## src/hdl/aod_pkg.sv

```systemverilog
// constants shared by the converter output path, demux and clocking logic
// Function
// [RULE_01] sample on falling clock edge; primary bus 13, delayed bus 14 later
// [RULE_02] every output word is coded offset binary
// [RULE_03] conversion runs continuously while the sample clock runs, no start
// [RULE_04] extended mode ignores level, edge, full-scale and delay/dual-edge pins
// [RULE_05] controller fixes normal or extended mode and never toggles it; the bench switches to extended once, while reset holds
// [RULE_06] in normal mode the full-scale pin sets both channels alike
// [RULE_07] clock receiver accepts up to 80/20 duty ratio by default
// [RULE_08] dual-edge mode samples one input on both clock edges
// [RULE_09] dual-edge output order earliest first: Q delayed, I delayed, Q, I
// [RULE_10] dual-edge: I buses falls 13/14 back, Q buses rises 13.5/14.5 back
// [RULE_11] normal sampling: I buses carry I, Q buses Q, latency 13 and 14
// [RULE_12] normal mode dual-edge uses I only; extended mode selects I or Q
// [RULE_13] dual-edge mode trims relative clock phase in the background
// [RULE_14] controller runs a command calibration before dual-edge mode; the bench skips it before the extended-mode dual-edge run
// [RULE_15] SDR data changes on rising clock edge if edge select high
// [RULE_16] SDR output clock equals bus rate; DDR runs at half, both edges
// [RULE_17] normal mode: floating edge pin selects DDR, driven selects SDR
// [RULE_18] level select high gives normal drive, low gives reduced drive
// [RULE_19] output clock travels with data; receiver latches data with it
// [RULE_20] single out-of-range flag; below scale gives zeroes, above ones
// [RULE_21] during calibration outputs are invalid and output clock halts
// [RULE_22] extended mode reset: DDR, 0 degree phase, normal level, no dual-edge
// [RULE_23] latencies count sample cycles, independent of output clock mode
// [RULE_24] receiver reorders the four bytes by sampling order
package aod_pkg;
	// =========================================================
	// data widths and pipeline tap entries (entry k is k+1 sample-clock cycles back on falls, k+0.5 on rises)
	localparam int AOD_CODE_W = 8;
	localparam int AOD_IN_W = 10;
	localparam int AOD_WORD_W = AOD_CODE_W + 1;
	localparam int AOD_FALL_TAP_PRI = 12;
	localparam int AOD_FALL_TAP_DEL = 13;
	localparam int AOD_RISE_TAP_PRI = 13;
	localparam int AOD_RISE_TAP_DEL = 14;
	localparam int AOD_PIPE_DEPTH = 15;
	localparam logic signed [9:0] AOD_CODE_MIN = -10'sd128;
	localparam logic signed [9:0] AOD_CODE_MAX = 10'sd127;
	localparam logic [7:0] AOD_CODE_FLIP = 8'h80;
	localparam logic [7:0] AOD_CODE_ZERO = 8'h00;
	localparam logic [7:0] AOD_CODE_ONES = 8'hff;
	// =========================================================
	// register map
	localparam int AOD_ADDR_W = 4;
	localparam int AOD_DATA_W = 16;
	localparam logic [3:0] AOD_REG_CONFIG = 4'h0;
	localparam logic [3:0] AOD_REG_DUALEDGE = 4'h1;
	localparam logic [3:0] AOD_REG_STATUS = 4'h2;
	localparam int AOD_CFG_SDR = 0;
	localparam int AOD_CFG_PHASE = 1;
	localparam int AOD_CFG_RISING = 2;
	localparam int AOD_CFG_LEVEL = 3;
	localparam int AOD_CFG_FULLSCALE = 4;
	localparam int AOD_DE_ENABLE = 0;
	localparam int AOD_DE_SELQ = 1;
	localparam int AOD_DE_AUTO = 2;
	localparam logic [4:0] AOD_CFG_RESET = 5'h18;
	localparam logic [2:0] AOD_DE_RESET = 3'h4;
	localparam int AOD_TRIM_W = 6;
	localparam logic [5:0] AOD_TRIM_RESET = 6'h20;
	localparam logic [5:0] AOD_TRIM_MAX = 6'h3f;
	localparam logic [5:0] AOD_TRIM_MIN = 6'h00;
endpackage

```

## src/hdl/aod_delay_line.sv

```systemverilog
// sample pipeline with two fixed read taps
`timescale 1ns/10ps
module aod_delay_line #(
	parameter int WIDTH = 9,
	parameter int DEPTH = 15,
	parameter int TAP_PRI = 12,
	parameter int TAP_DEL = 13
) (
	input wire logic clk_sys,
	input wire logic sys_rst,
	input wire logic shiftEn,
	input wire logic [WIDTH-1:0] dataIn,
	output logic [WIDTH-1:0] tapPrimary,
	output logic [WIDTH-1:0] tapDelayed
);
	logic [WIDTH-1:0] stage_reg [DEPTH];

	// =========================================================
	// entry 0 holds the newest word; each shift ages every entry by one
	genvar g;
	generate
		for (g = 0; g < DEPTH; g++)
		begin : gStage
			always_ff @(posedge clk_sys)
			begin
				if (sys_rst)
					stage_reg[g] <= '0;
				else if (shiftEn)
					stage_reg[g] <= (g == 0) ? dataIn : stage_reg[(g == 0) ? 0 : g - 1];
			end
		end
	endgenerate

	// taps read the aged words before the shift lands
	assign tapPrimary = stage_reg[TAP_PRI];
	assign tapDelayed = stage_reg[TAP_DEL];
endmodule

```

## src/hdl/aod_mode_select.sv

```systemverilog
// chooses pin or register control for each output-path setting
`timescale 1ns/10ps
module aod_mode_select (
	input wire logic extendedMode,
	input wire logic pinLevel,
	input wire logic pinEdge,
	input wire logic pinEdgeFloat,
	input wire logic pinFullScale,
	input wire logic pinCalDelay,
	input wire logic [4:0] cfgBits,
	input wire logic [2:0] dualEdgeBits,
	output logic useDdr,
	output logic ddrPhase,
	output logic sdrRising,
	output logic levelNormal,
	output logic fullScaleNormal,
	output logic dualEdge,
	output logic dualEdgeSelQ,
	output logic autoPhase,
	output logic calDelayLong
);
	import aod_pkg::*;

	// =========================================================
	// extended mode drops every pin and takes the register instead, except calDelayLong, which is held low
	assign useDdr = extendedMode ? ~cfgBits[AOD_CFG_SDR] : pinEdgeFloat; // RULE_04 RULE_17
	assign ddrPhase = extendedMode & cfgBits[AOD_CFG_PHASE];
	assign sdrRising = extendedMode ? cfgBits[AOD_CFG_RISING] : pinEdge; // RULE_15
	assign levelNormal = extendedMode ? cfgBits[AOD_CFG_LEVEL] : pinLevel; // RULE_18
	// one range pin feeds both channels
	assign fullScaleNormal = extendedMode ? cfgBits[AOD_CFG_FULLSCALE] : pinFullScale; // RULE_06
	assign dualEdge = extendedMode ? dualEdgeBits[AOD_DE_ENABLE] : pinCalDelay;
	// normal mode can only run the I input in dual-edge
	assign dualEdgeSelQ = extendedMode & dualEdgeBits[AOD_DE_SELQ]; // RULE_12
	assign autoPhase = ~extendedMode | dualEdgeBits[AOD_DE_AUTO];
	// extended mode supports only the short power-on delay
	assign calDelayLong = ~extendedMode & pinCalDelay;
endmodule

```

## src/hdl/aod_output_path.sv

```systemverilog
// converter output path: latency pipes, 1:2 or 1:4 demux, output clocking
//
// Added by the designer: the plain strobed port and the address map.
`timescale 1ns/10ps
module aod_output_path (
	input wire logic clk_sys,
	input wire logic sys_rst,
	input wire logic sampleClk,
	input wire logic [aod_pkg::AOD_IN_W-1:0] iAnalogCode,
	input wire logic [aod_pkg::AOD_IN_W-1:0] qAnalogCode,
	input wire logic extendedControlEnable,
	input wire logic calibrationActive,
	input wire logic outputLevelSelect,
	input wire logic outputEdgeSelect,
	input wire logic outputEdgeFloat,
	input wire logic fullScaleSelect,
	input wire logic calibrationDelaySelect,
	input wire logic [aod_pkg::AOD_ADDR_W-1:0] regAddr,
	input wire logic [aod_pkg::AOD_DATA_W-1:0] regWrData,
	input wire logic regWrEn,
	input wire logic regRdEn,
	output logic [aod_pkg::AOD_DATA_W-1:0] regRdData,
	output logic [aod_pkg::AOD_CODE_W-1:0] iPrimaryBus,
	output logic [aod_pkg::AOD_CODE_W-1:0] iDelayedBus,
	output logic [aod_pkg::AOD_CODE_W-1:0] qPrimaryBus,
	output logic [aod_pkg::AOD_CODE_W-1:0] qDelayedBus,
	output logic outOfRange,
	output logic outputClock,
	output logic dataValid,
	output logic outputLevelNormal,
	output logic fullScaleNormal,
	output logic calDelayLong,
	output logic [aod_pkg::AOD_TRIM_W-1:0] phaseTrim
);
	import aod_pkg::*;

	localparam int SYNC_W = 8 + 2 * AOD_IN_W;

	// =========================================================
	// input synchronisers
	logic [SYNC_W-1:0] pinRaw;
	logic [SYNC_W-1:0] pinMeta_reg;
	logic [SYNC_W-1:0] pinSync_reg;
	logic clkPrev_reg;

	assign pinRaw = {sampleClk, extendedControlEnable, calibrationActive,
		outputLevelSelect, outputEdgeSelect, outputEdgeFloat,
		fullScaleSelect, calibrationDelaySelect, iAnalogCode, qAnalogCode};

	// every pin but the register port is foreign to clk_sys, so those pass two flops first
	always_ff @(posedge clk_sys)
	begin
		if (sys_rst)
		begin
			pinMeta_reg <= '0;
			pinSync_reg <= '0;
			clkPrev_reg <= 1'b0;
		end
		else
		begin
			pinMeta_reg <= pinRaw;
			pinSync_reg <= pinMeta_reg;
			clkPrev_reg <= pinSync_reg[SYNC_W-1];
		end
	end

	logic sampleLvl;
	logic extMode;
	logic calibration_active;
	logic pinLevel;
	logic pinEdge;
	logic pinEdgeFloat;
	logic pinFullScale;
	logic pinCalDelay;
	logic signed [AOD_IN_W-1:0] iCode;
	logic signed [AOD_IN_W-1:0] qCode;

	assign sampleLvl = pinSync_reg[SYNC_W-1];
	assign extMode = pinSync_reg[SYNC_W-2];
	assign calibration_active = pinSync_reg[SYNC_W-3];
	assign pinLevel = pinSync_reg[SYNC_W-4];
	assign pinEdge = pinSync_reg[SYNC_W-5];
	assign pinEdgeFloat = pinSync_reg[SYNC_W-6];
	assign pinFullScale = pinSync_reg[SYNC_W-7];
	assign pinCalDelay = pinSync_reg[SYNC_W-8];
	assign iCode = pinSync_reg[2*AOD_IN_W-1:AOD_IN_W];
	assign qCode = pinSync_reg[AOD_IN_W-1:0];

	// =========================================================
	// sample clock edges
	logic fallEdge;
	logic riseEdge;

	// edges come from levels, so any high/low split that lasts a couple of
	// clk_sys periods is accepted; heavily skewed duty ratios still work
	assign fallEdge = clkPrev_reg & ~sampleLvl; // RULE_07 RULE_01
	assign riseEdge = ~clkPrev_reg & sampleLvl; // RULE_08

	// =========================================================
	// register file
	logic [4:0] cfg_reg;
	logic [4:0] cfg_next;
	logic [2:0] dualEdge_reg;
	logic [2:0] dualEdge_next;
	logic wrConfig;
	logic wrDualEdge;

	assign wrConfig = regWrEn & (regAddr == AOD_REG_CONFIG);
	assign wrDualEdge = regWrEn & (regAddr == AOD_REG_DUALEDGE);
	assign cfg_next = wrConfig ? regWrData[4:0] : cfg_reg;
	assign dualEdge_next = wrDualEdge ? regWrData[2:0] : dualEdge_reg;

	// reset lands on DDR, 0 degree, normal level, dual-edge off
	always_ff @(posedge clk_sys)
	begin
		if (sys_rst)
		begin
			cfg_reg <= AOD_CFG_RESET; // RULE_22
			dualEdge_reg <= AOD_DE_RESET; // RULE_22
		end
		else
		begin
			cfg_reg <= cfg_next;
			dualEdge_reg <= dualEdge_next;
		end
	end

	// =========================================================
	// effective settings, pin or register
	logic useDdr;
	logic ddrPhase;
	logic sdrRising;
	logic levelNormal;
	logic fsNormal;
	logic dualEdge;
	logic dualEdgeSelQ;
	logic autoPhase;
	logic delayLong;

	// the mode pin is trusted to stay put; a change mid-run just re-muxes
	aod_mode_select uModeSelect (
		.extendedMode(extMode), // RULE_05
		.pinLevel(pinLevel),
		.pinEdge(pinEdge),
		.pinEdgeFloat(pinEdgeFloat),
		.pinFullScale(pinFullScale),
		.pinCalDelay(pinCalDelay),
		.cfgBits(cfg_reg),
		.dualEdgeBits(dualEdge_reg),
		.useDdr(useDdr),
		.ddrPhase(ddrPhase),
		.sdrRising(sdrRising),
		.levelNormal(levelNormal),
		.fullScaleNormal(fsNormal),
		.dualEdge(dualEdge),
		.dualEdgeSelQ(dualEdgeSelQ),
		.autoPhase(autoPhase),
		.calDelayLong(delayLong)
	);

	// =========================================================
	// conversion to offset binary with out-of-range flag in the top bit
	function automatic logic [AOD_WORD_W-1:0] toOffsetBinary(
		input logic signed [AOD_IN_W-1:0] v
	);
		logic [AOD_WORD_W-1:0] w;
		if (v < AOD_CODE_MIN)
			w = {1'b1, AOD_CODE_ZERO}; // RULE_20
		else if (v > AOD_CODE_MAX)
			w = {1'b1, AOD_CODE_ONES}; // RULE_20
		else
			w = {1'b0, v[AOD_CODE_W-1:0] ^ AOD_CODE_FLIP}; // RULE_02
		return w;
	endfunction

	logic signed [AOD_IN_W-1:0] selCode;
	logic [AOD_WORD_W-1:0] fallIWord;
	logic [AOD_WORD_W-1:0] fallQWord;
	logic [AOD_WORD_W-1:0] riseWord;

	// dual-edge drives both converters from the one selected input
	assign selCode = dualEdgeSelQ ? qCode : iCode; // RULE_12
	assign fallIWord = toOffsetBinary(dualEdge ? selCode : iCode); // RULE_11
	assign fallQWord = toOffsetBinary(qCode); // RULE_11
	assign riseWord = toOffsetBinary(selCode); // RULE_08

	// =========================================================
	// latency pipelines, shifted on sample-clock edges only
	logic [AOD_WORD_W-1:0] fallIPri;
	logic [AOD_WORD_W-1:0] fallIDel;
	logic [AOD_WORD_W-1:0] fallQPri;
	logic [AOD_WORD_W-1:0] fallQDel;
	logic [AOD_WORD_W-1:0] risePri;
	logic [AOD_WORD_W-1:0] riseDel;

	// free running on the sample clock: no start command exists
	aod_delay_line #(
		.WIDTH(AOD_WORD_W),
		.DEPTH(AOD_PIPE_DEPTH),
		.TAP_PRI(AOD_FALL_TAP_PRI),
		.TAP_DEL(AOD_FALL_TAP_DEL)
	) uFallI (
		.clk_sys(clk_sys),
		.sys_rst(sys_rst),
		.shiftEn(fallEdge), // RULE_03 RULE_01
		.dataIn(fallIWord),
		.tapPrimary(fallIPri),
		.tapDelayed(fallIDel)
	);

	aod_delay_line #(
		.WIDTH(AOD_WORD_W),
		.DEPTH(AOD_PIPE_DEPTH),
		.TAP_PRI(AOD_FALL_TAP_PRI),
		.TAP_DEL(AOD_FALL_TAP_DEL)
	) uFallQ (
		.clk_sys(clk_sys),
		.sys_rst(sys_rst),
		.shiftEn(fallEdge), // RULE_01
		.dataIn(fallQWord),
		.tapPrimary(fallQPri),
		.tapDelayed(fallQDel)
	);

	// newest rise sits half a cycle before the fall that reads it, so
	// entry 13 is 13.5 cycles back and entry 14 is 14.5
	aod_delay_line #(
		.WIDTH(AOD_WORD_W),
		.DEPTH(AOD_PIPE_DEPTH),
		.TAP_PRI(AOD_RISE_TAP_PRI),
		.TAP_DEL(AOD_RISE_TAP_DEL)
	) uRise (
		.clk_sys(clk_sys),
		.sys_rst(sys_rst),
		.shiftEn(riseEdge), // RULE_10
		.dataIn(riseWord),
		.tapPrimary(risePri),
		.tapDelayed(riseDel)
	);

	// =========================================================
	// 1:2 demux phase: buses load on every second falling edge
	logic demuxPhase_reg;
	logic loadBuses;

	always_ff @(posedge clk_sys)
	begin
		if (sys_rst)
			demuxPhase_reg <= 1'b0;
		else if (fallEdge)
			demuxPhase_reg <= ~demuxPhase_reg;
	end

	// the load edge is tied to the sample clock and calibration, never the clock mode
	assign loadBuses = fallEdge & demuxPhase_reg & ~calibration_active; // RULE_23

	logic [AOD_WORD_W-1:0] qPriWord;
	logic [AOD_WORD_W-1:0] qDelWord;
	logic anyOver;

	// Q buses carry rise samples in dual-edge, giving order Qd, Id, Q, I
	assign qPriWord = dualEdge ? risePri : fallQPri; // RULE_09 RULE_10
	assign qDelWord = dualEdge ? riseDel : fallQDel; // RULE_09 RULE_10
	assign anyOver = fallIPri[AOD_CODE_W] | fallIDel[AOD_CODE_W]
		| qPriWord[AOD_CODE_W] | qDelWord[AOD_CODE_W]; // RULE_20

	always_ff @(posedge clk_sys)
	begin
		if (sys_rst)
		begin
			iPrimaryBus <= '0;
			iDelayedBus <= '0;
			qPrimaryBus <= '0;
			qDelayedBus <= '0;
			outOfRange <= 1'b0;
		end
		else if (loadBuses)
		begin
			iPrimaryBus <= fallIPri[AOD_CODE_W-1:0]; // RULE_01 RULE_11
			iDelayedBus <= fallIDel[AOD_CODE_W-1:0]; // RULE_01 RULE_11
			qPrimaryBus <= qPriWord[AOD_CODE_W-1:0];
			qDelayedBus <= qDelWord[AOD_CODE_W-1:0];
			outOfRange <= anyOver;
		end
	end

	// =========================================================
	// output clock: SDR one period per word, DDR one edge per word
	logic midEdge;
	logic outClkNext;

	assign midEdge = fallEdge & ~demuxPhase_reg & ~calibration_active;

	// calibration freezes the clock so the receiver sees no edges
	always_comb
	begin
		outClkNext = outputClock; // RULE_21
		if (useDdr)
		begin
			if ((loadBuses & ~ddrPhase) | (midEdge & ddrPhase))
				outClkNext = ~outputClock; // RULE_16
		end
		else if (loadBuses)
			outClkNext = sdrRising; // RULE_15 RULE_16
		else if (midEdge)
			outClkNext = ~sdrRising; // RULE_15
	end

	// the clock leaves with the data so the receiver can latch on it
	always_ff @(posedge clk_sys)
	begin
		if (sys_rst)
			outputClock <= 1'b0;
		else
			outputClock <= outClkNext; // RULE_19
	end

	// data are flagged invalid from the first calibration cycle onward
	always_ff @(posedge clk_sys)
	begin
		if (sys_rst)
			dataValid <= 1'b0;
		else if (calibration_active)
			dataValid <= 1'b0; // RULE_21
		else if (loadBuses)
			dataValid <= 1'b1;
	end

	// =========================================================
	// background phase trim for dual-edge mode
	logic trimStep;
	logic trimUp;
	logic trimDown;

	// a rise sample steadily above its fall neighbour means a late rise clock
	assign trimStep = loadBuses & dualEdge & autoPhase; // RULE_13
	assign trimUp = trimStep & (risePri[AOD_CODE_W-1:0] < fallIPri[AOD_CODE_W-1:0])
		& (phaseTrim != AOD_TRIM_MAX);
	assign trimDown = trimStep & (risePri[AOD_CODE_W-1:0] > fallIPri[AOD_CODE_W-1:0])
		& (phaseTrim != AOD_TRIM_MIN);

	// only a coarse tracker; the on-command calibration is still needed
	always_ff @(posedge clk_sys)
	begin
		if (sys_rst)
			phaseTrim <= AOD_TRIM_RESET;
		else if (trimUp)
			phaseTrim <= phaseTrim + 6'h01; // RULE_13
		else if (trimDown)
			phaseTrim <= phaseTrim - 6'h01; // RULE_13
	end

	// =========================================================
	// static settings to the analog side
	always_ff @(posedge clk_sys)
	begin
		if (sys_rst)
		begin
			outputLevelNormal <= 1'b1;
			fullScaleNormal <= 1'b1;
			calDelayLong <= 1'b0;
		end
		else
		begin
			outputLevelNormal <= levelNormal; // RULE_18
			fullScaleNormal <= fsNormal; // RULE_06
			calDelayLong <= delayLong; // RULE_04
		end
	end

	// =========================================================
	// register read port: data stand one cycle, zero otherwise
	logic [AOD_DATA_W-1:0] statusWord;
	logic [AOD_DATA_W-1:0] rdMux;

	assign statusWord = {2'b00, phaseTrim, 3'b000, outOfRange, dualEdge,
		useDdr, extMode, calibration_active};
	assign rdMux = (regAddr == AOD_REG_CONFIG) ? {11'h000, cfg_reg}
		: (regAddr == AOD_REG_DUALEDGE) ? {13'h0000, dualEdge_reg}
		: (regAddr == AOD_REG_STATUS) ? statusWord
		: 16'h0000;

	always_ff @(posedge clk_sys)
	begin
		if (sys_rst)
			regRdData <= '0;
		else
			regRdData <= regRdEn ? rdMux : 16'h0000;
	end
endmodule

```

## config.mk

```make
export PLATFORM = sky130hd
export DESIGN_NAME = aod_output_path
export DESIGN_NICKNAME = d
export VERILOG_FILES = /design/src/hdl/aod_pkg.sv /design/src/hdl/aod_delay_line.sv /design/src/hdl/aod_mode_select.sv /design/src/hdl/aod_output_path.sv
export SDC_FILE = /design/constraint.sdc
export NUM_CORES = 1
export LEC_CHECK = 0
export BUFFER_PORTS_ARGS = -buffer_cell sky130_fd_sc_hd__buf_4
export CORE_UTILIZATION = 50
export DETAILED_ROUTE_END_ITERATION = 10
export PLACE_DENSITY_LB_ADDON = 0.1
export RECOVER_POWER = 100
export SLEW_MARGIN = 20
export SYNTH_ARGS = -nofsm -noshare
export SYNTH_HDL_FRONTEND = slang
export SYNTH_SLANG_ARGS = --single-unit
```

## constraint.sdc

```tcl
create_clock -name clk_sys -period 10.11 [get_ports clk_sys]
set_input_delay 0.5055 -clock clk_sys [delete_from_list [all_inputs] [get_ports clk_sys]]
set_output_delay 0.5055 -clock clk_sys [all_outputs]
set_load 0.05 [all_outputs]
```

==> metrics, run 1 <==
status finished, violations left; violated checks capacitance limit, slew limit; drt wl/cell 14.9 um; Yosys warning count 0; sequential share of power 55.4%; CTS max path bufs 3; syn avg cell area 13.8 um^2; fraction of the cycle the final worst path needs 55.4%; max_cap viols 3; GR Util All Layers 15.5%; synthesized cell area 0.0191 mm^2; Primary FF master, synth edfxtp_1; startpoint types input port; hold path startpoint iAnalogCode[1]; antenna cells 0; cts hold-fix bufs 0; Clock Power Share 41.5%; count leader, synth edfxtp_1; area of the die 0.0390 mm^2; Worst Path Arrival 5.79 ns; f_max 0.178 GHz; Switching Fraction 19.9%; first-pass GRT wire length 48000 um; top cells by area, synth edfxtp_1 (61%), dfxtp_1 (13%), and2_1 (7.8%); max reg flops 135; Design Power 4.25 mW; RSZ-0062 raised after global routing no; DP HPWL 16300 um; peak supply drop 0.000107 V; initial core utilization 50.8%; setup_tns 0 ns; sw power 0.846 mW; Post-CTS Setup Bufs 0; R2R cell count 11; Clock Tree Root clkbuf_16; CP Max Fanout 84; Total Wirelength 29900 um; r2r setup slk 6.50 ns; worst endpoint required time 10.30 ns; final core utilization 57.5%; Site Rows 71; final setup violation count 0; Post-Synthesis Cells 1383; CTS clk-pin slew, worst paths 0.06 ns; async set-or-reset flop fraction in the synthesized netlist 0%; RePlAce Congestion 0.962; chip height 198 um; Synth area leader edfxtp_1; initial antenna violation count 0; Crit Reg-Reg Startpoint uRise.stage_reg[1][47]; measured slew at the worst slew-check pin 3.05 ns; post-synth top area share 60.8%; Area growth, synth to finish 13.2%; Post-synth EDFFs 387; H-Tree Depth 2; Post-route DRC 0; DR pass1 iterations 5; Starting DRT DRC Count 640; Comb pwr share 3.1%; IO Port Bufs 95; Slew Limit Fails 157; Core ar. 0.0377 mm^2; hold path endpoint pinMeta_reg[11]; post-CTS sizing 0; PwrDens 197 mW/mm^2; CP endpoint kind flip-flop; critical setup path kind input port to flip-flop; Vias/cell 4.99; endpoints failing hold 0; total CTS buffers 51; I/O Pins 112; clock sinks 508; Pleak 8.46 nW; hold crit path type input port to flip-flop; Skew-Pair Late Insertion Delay 0.57 ns; ANT nets after route 0; hold path depth 2; vias 10000; skew final 0.0121 ns; CTS tree yes; post-layout min period 5.60 ns; post-synthesis sequential area ratio 73.5%; #FFs+latches synth 508; layout cells sized above 1 8.07%; largest net degree at the start of global routing 216; number of global-route vias before repair 9408; Internal Pwr Total 3.41 mW; Layout Nets 1522; gr ovfl total 0; R2R Path End phaseTrim[5]; Slew headroom -103%; Yosys cell types 46; die width 198 um; synth cell count leaders edfxtp_1 (387), and2_1 (238), and3_1 (134), dfxtp_1 (121), nand2_1 (89)
-- layer usage --
metal / track usage (%) / routed length (um) / vias up
met1: 19.7 / 13000 / 4809
met3: 3.30 / 1270 / 52
met5: 0 / 0 / -
li1: - / - / 4994
met4: 6.14 / 727 / 0
met2: 26.1 / 14900 / 181
-- cell type report --
type,count,area [um^2]
Timing Repair Buffer,107,626
Clock inverter,14,83.8
Inverter,14,52.6
Multi-Input combinational cell,775,4700
Clock buffer,81,1500
Sequential cell,508,14000
Tap cell,511,639
Fill cell,3127,16000
-- worst max-delay path, stage by stage --
cell and delay, ns:
clkbuf_1 1.57, clkbuf_1 2.25, a21o_4 0.62, buf_6 0.68
-- worst max-delay path by stage --
stage                                       from                      to  slack, ns  depth (start not counted)
after floorplan                          sys_rst  uFallI.stage_reg[0][0]       2.41                          3
after global placement                   sys_rst  uRise.stage_reg[1][51]       6.40                          4
after detailed placement                 sys_rst  uRise.stage_reg[1][61]       6.36                          4
after CTS                 uRise.stage_reg[1][47]            phaseTrim[5]       6.47                         11
after global routing                     sys_rst  uRise.stage_reg[1][32]       3.91                          5
final                                    sys_rst  uRise.stage_reg[0][69]       4.51                          4
-- layout by cell type (no fill, tap or decap), types with 12 or more instances in the layout --
| cell type | synthesis | final |
|---|---|---|
| a211oi_1 | 16 | 16 |
| a21oi_1 | 32 | 32 |
| a31oi_1 | 16 | 16 |
| and2_0 | 0 | 59 |
| and2_1 | 238 | 179 |
| and3_1 | 134 | 134 |
| buf_4 | 5 | 47 |
| clkbuf_1 | 80 | 79 |
| clkbuf_16 | 0 | 54 |
| dfxtp_1 | 121 | 121 |
| edfxtp_1 | 387 | 387 |
| ha_1 | 12 | 12 |
| inv_1 | 14 | 13 |
| mux2i_1 | 33 | 33 |
| nand2_1 | 89 | 89 |
| nor2_1 | 75 | 74 |
| nor2b_1 | 63 | 62 |
-- stage by stage --
stage          std cells  cell area [um^2]  setup slack, ns  hold WS, ns
6_report            2010             21600             4.51        0.148
5_1_grt             2010             21600             3.91        0.113
4_1_cts             2009             21800             6.47        0.109
3_5_place_dp        1914             20300             6.36        0.420
3_3_place_gp        1914             20300             6.40        0.421
2_1_floorplan       1387             19100             2.41        0.414
-- kinds of logic (layout without fill, tap and decap cells) --
kind of cell / count (synthesis) / count (layout) / synth area share [%]
compound gates: 87 / 87 / 2.93
xor+xnor: 7 / 7 / 0.321
fa+ha+maj: 13 / 13 / 0.890
buf+inv: 104 / 216 / 2.16
flops: 508 / 508 / 73.5
mux: 33 / 33 / 1.73
other cells: 1 / 5 / 0.0196
simple gates: 630 / 630 / 18.5
-- power groups by stage --
stage               registers, mW  clock network (mW)  logic [mW]
floorplan                    2.41                   0      0.0873
global placement             2.40                   0       0.130
detailed placement           2.40                   0       0.132
CTS                          2.36                1.82       0.132
global route                 2.37                1.90       0.144
finish                       2.36                1.77       0.130
No activity file was read; power rests on OpenSTA's default activity.
==> inputs of run 2 (changes only) <==
ABC_AREA = 1   (was default)
clock period = 4.6 ns   (was 10.11 ns; I/O delays follow)
==> metrics, run 2 <==
final hold slack 0.0798 ns (-0.0678 ns); Worst Path Arrival 3.38 ns (-2.41 ns); hold crit path type input port to flip-flop; post-synth top area share 59.4% (-1.4 points); adder-cell share of the synthesized area 0.870% (-0.020 points); worst endpoint required time 4.77 ns (-5.53 ns); CTS clk-pin slew, worst paths 0.06 ns (about the same); peak supply drop 0.000323 V (+200%); compound-cell area share of the yosys netlist 4.63% (+1.7 points); RSZ-0062 raised after global routing no; number of global-route vias before repair 10700 (+14%); initial antenna violation count 0 (unchanged); IO Port Bufs 95 (unchanged); CTS max path bufs 3 (unchanged); PwrDens 424 mW/mm^2 (+120%); f_max 0.311 GHz; Post-CTS Setup Bufs 0 (unchanged); Clock Tree Root clkbuf_16; largest net degree at the start of global routing 136 (-37%); ANT nets after route 0 (unchanged); simple-gate share of the synthesized area 11.9% (-6.6 points); chip height 200 um (+1.1%); CP Max Fanout 26 (-69%); DP Cell Count 2373 (+24%); endpoints failing hold 0 (unchanged); fraction of the cycle the final worst path needs 69.8%; critical setup path kind flip-flop to flip-flop; async set-or-reset flop fraction in the synthesized netlist 0% (unchanged); Starting DRT DRC Count 589 (-8.0%); #FFs+latches synth 508 (unchanged); DR pass1 iterations 5 (unchanged); violated checks capacitance limit, slew limit; Pleak 9.25 nW (+9.4%); Yosys cell types 36 (-22%); top cells by area, synth edfxtp_1 (59%), dfxtp_1 (12%), nor2_1 (8.9%); clock sinks 508 (unchanged); gr ovfl total 0 (unchanged); skew final 0.00808 ns (-0.00405 ns); layout cells sized above 1 7.26% (-0.81 points); setup_tns 0 ns (unchanged); Total Wirelength 31300 um (+4.8%); Yosys warning count 0 (unchanged); commonest non-fill, non-tap cells in the layout nor2_1 (467), inv_1 (464), edfxtp_1 (387), dfxtp_1 (121), nand2_1 (95); proportion of synthesized area in mux cells 0% (-1.7 points); drt wl/cell 12.5 um (-16%); Slew Limit Fails 201 (+28%); Synth area leader edfxtp_1; startpoint types flip-flop; final setup violation count 0 (unchanged); max reg flops 135 (unchanged); syn avg cell area 10.8 um^2 (-22%); Area growth, synth to finish 14.4%; antenna cells 0 (unchanged); Primary FF master, synth edfxtp_1; pre-CTS WS 1.85 ns (-4.51 ns); most common cell after layout, fill and taps aside nor2_1; Layout Nets 2007 (+32%); Cell Count, Final, Fillers Out 2502 (+24%); Skew-Pair Late Insertion Delay 0.57 ns (about the same); synth cell count leaders nor2_1 (466), inv_1 (461), edfxtp_1 (387), dfxtp_1 (121), nand2_1 (94); Slew headroom -47.5% (+56 points); die width 200 um (+1.1%); area of the die 0.0399 mm^2 (+2.3%); CP endpoint kind flip-flop; final setup margin 1.39 ns (-3.12 ns); Design Power 9.48 mW (+120%); Site Rows 72 (+1.4%); status finished, violations left; I/O Pins 112 (unchanged); CTS tree yes; measured slew at the worst slew-check pin 2.21 ns (-0.839 ns); synthesized cell area 0.0196 mm^2 (+2.3%); Vias/cell 4.57 (-8.4%); total CTS buffers 51 (unchanged); count leader, synth nor2_1; Core ar. 0.0386 mm^2 (+2.6%); Post-synth EDFFs 387 (unchanged); DP HPWL 18300 um (+12%); first-pass GRT wire length 51600 um (+7.5%); H-Tree Depth 2 (unchanged); max_cap viols 4 (+1); Post-Synthesis Cells 1814 (+31%); RePlAce Congestion 0.924 (-4.0%); main combinational cell family by area after synthesis simple AND/OR/NAND/NOR gates; xor/xnor share of the synthesized area 0.134% (-0.19 points); Fillers 3287 (+5.1%); GR Util All Layers 16.4% (+0.82 points); post-layout min period 3.21 ns; r2r setup slk 1.39 ns (-5.11 ns); initial core utilization 50.6% (-0.14 points); Post-route DRC 0 (unchanged); vias 11400 (+14%); post-synthesis sequential area ratio 71.8% (-1.7 points)
==> run 2: worst paths after layout <==
| check | start | end | cells past startpoint |
|---|---|---|---|
| min reg2reg | pinMeta_reg[8] | pinSync_reg[8] | 2 |
| max | pinSync_reg[27] | uRise.stage_reg[1][60] | 3 |
| min | regRdEn | regRdData[2] | 5 |
| max reg2reg | pinSync_reg[27] | uRise.stage_reg[1][60] | 3 |
==> run 2: layout make-up <==
| class | instances | area, um^2 | area share, % |
|---|---|---|---|
| Sequential cell | 508 | 14000 | 62.8 |
| Multi-Input combinational cell | 772 | 3410 | 15.2 |
| Inverter | 466 | 1760 | 7.84 |
| Clock buffer | 71 | 1440 | 6.41 |
| Timing Repair Buffer | 143 | 927 | 4.14 |
| Tap cell | 518 | 648 | 2.90 |
| Clock inverter | 24 | 164 | 0.732 |
==> run 2: per-stage QoR <==
step | cell area [um^2] | util, %
2_1_floorplan | 19600 | -
3_3_place_gp | 20800 | 53.8
3_5_place_dp | 20800 | 53.8
4_1_cts | 22700 | 58.7
5_1_grt | 22400 | 57.9
6_report | 22400 | 57.9
==> run 2: metal layers <==
layer | share of wire (%) | vias to the layer above | GRT usage [%]
li1 | - | 5849 | -
met1 | 44 | 5319 | 20.8
met2 | 49 | 208 | 27.6
met3 | 4.9 | 61 | 3.66
met4 | 2.5 | 0 | 5.82
met5 | 0 | - | 0
==> run 2: critical path, cell delays in order, from the launching register on <==
cell      delay [ns]
dfxtp_1         0.30
inv_1           0.08
o21ai_0         1.27
clkbuf_1        1.15
==> run 2: kinds of logic after synthesis <==
family                   Yosys count
AO/OA/AOI/OAI                    157
XOR/XNOR                           3
adder cells (fa/ha/maj)           13
buffers and inverters            538
flip-flops                       508
other                              1
AND/OR/NAND/NOR                  594
==> run 2: repair_timing <==
action,in CTS,in global routing
resized for setup,0,0
endpoints found under the hold margin,36,0
hold buffers,33,0
==> run 2: where the power goes <==
part	internal, mW	switching [mW]
registers	5.13	0.0567
logic	0.106	0.253
clock network	2.29	1.65
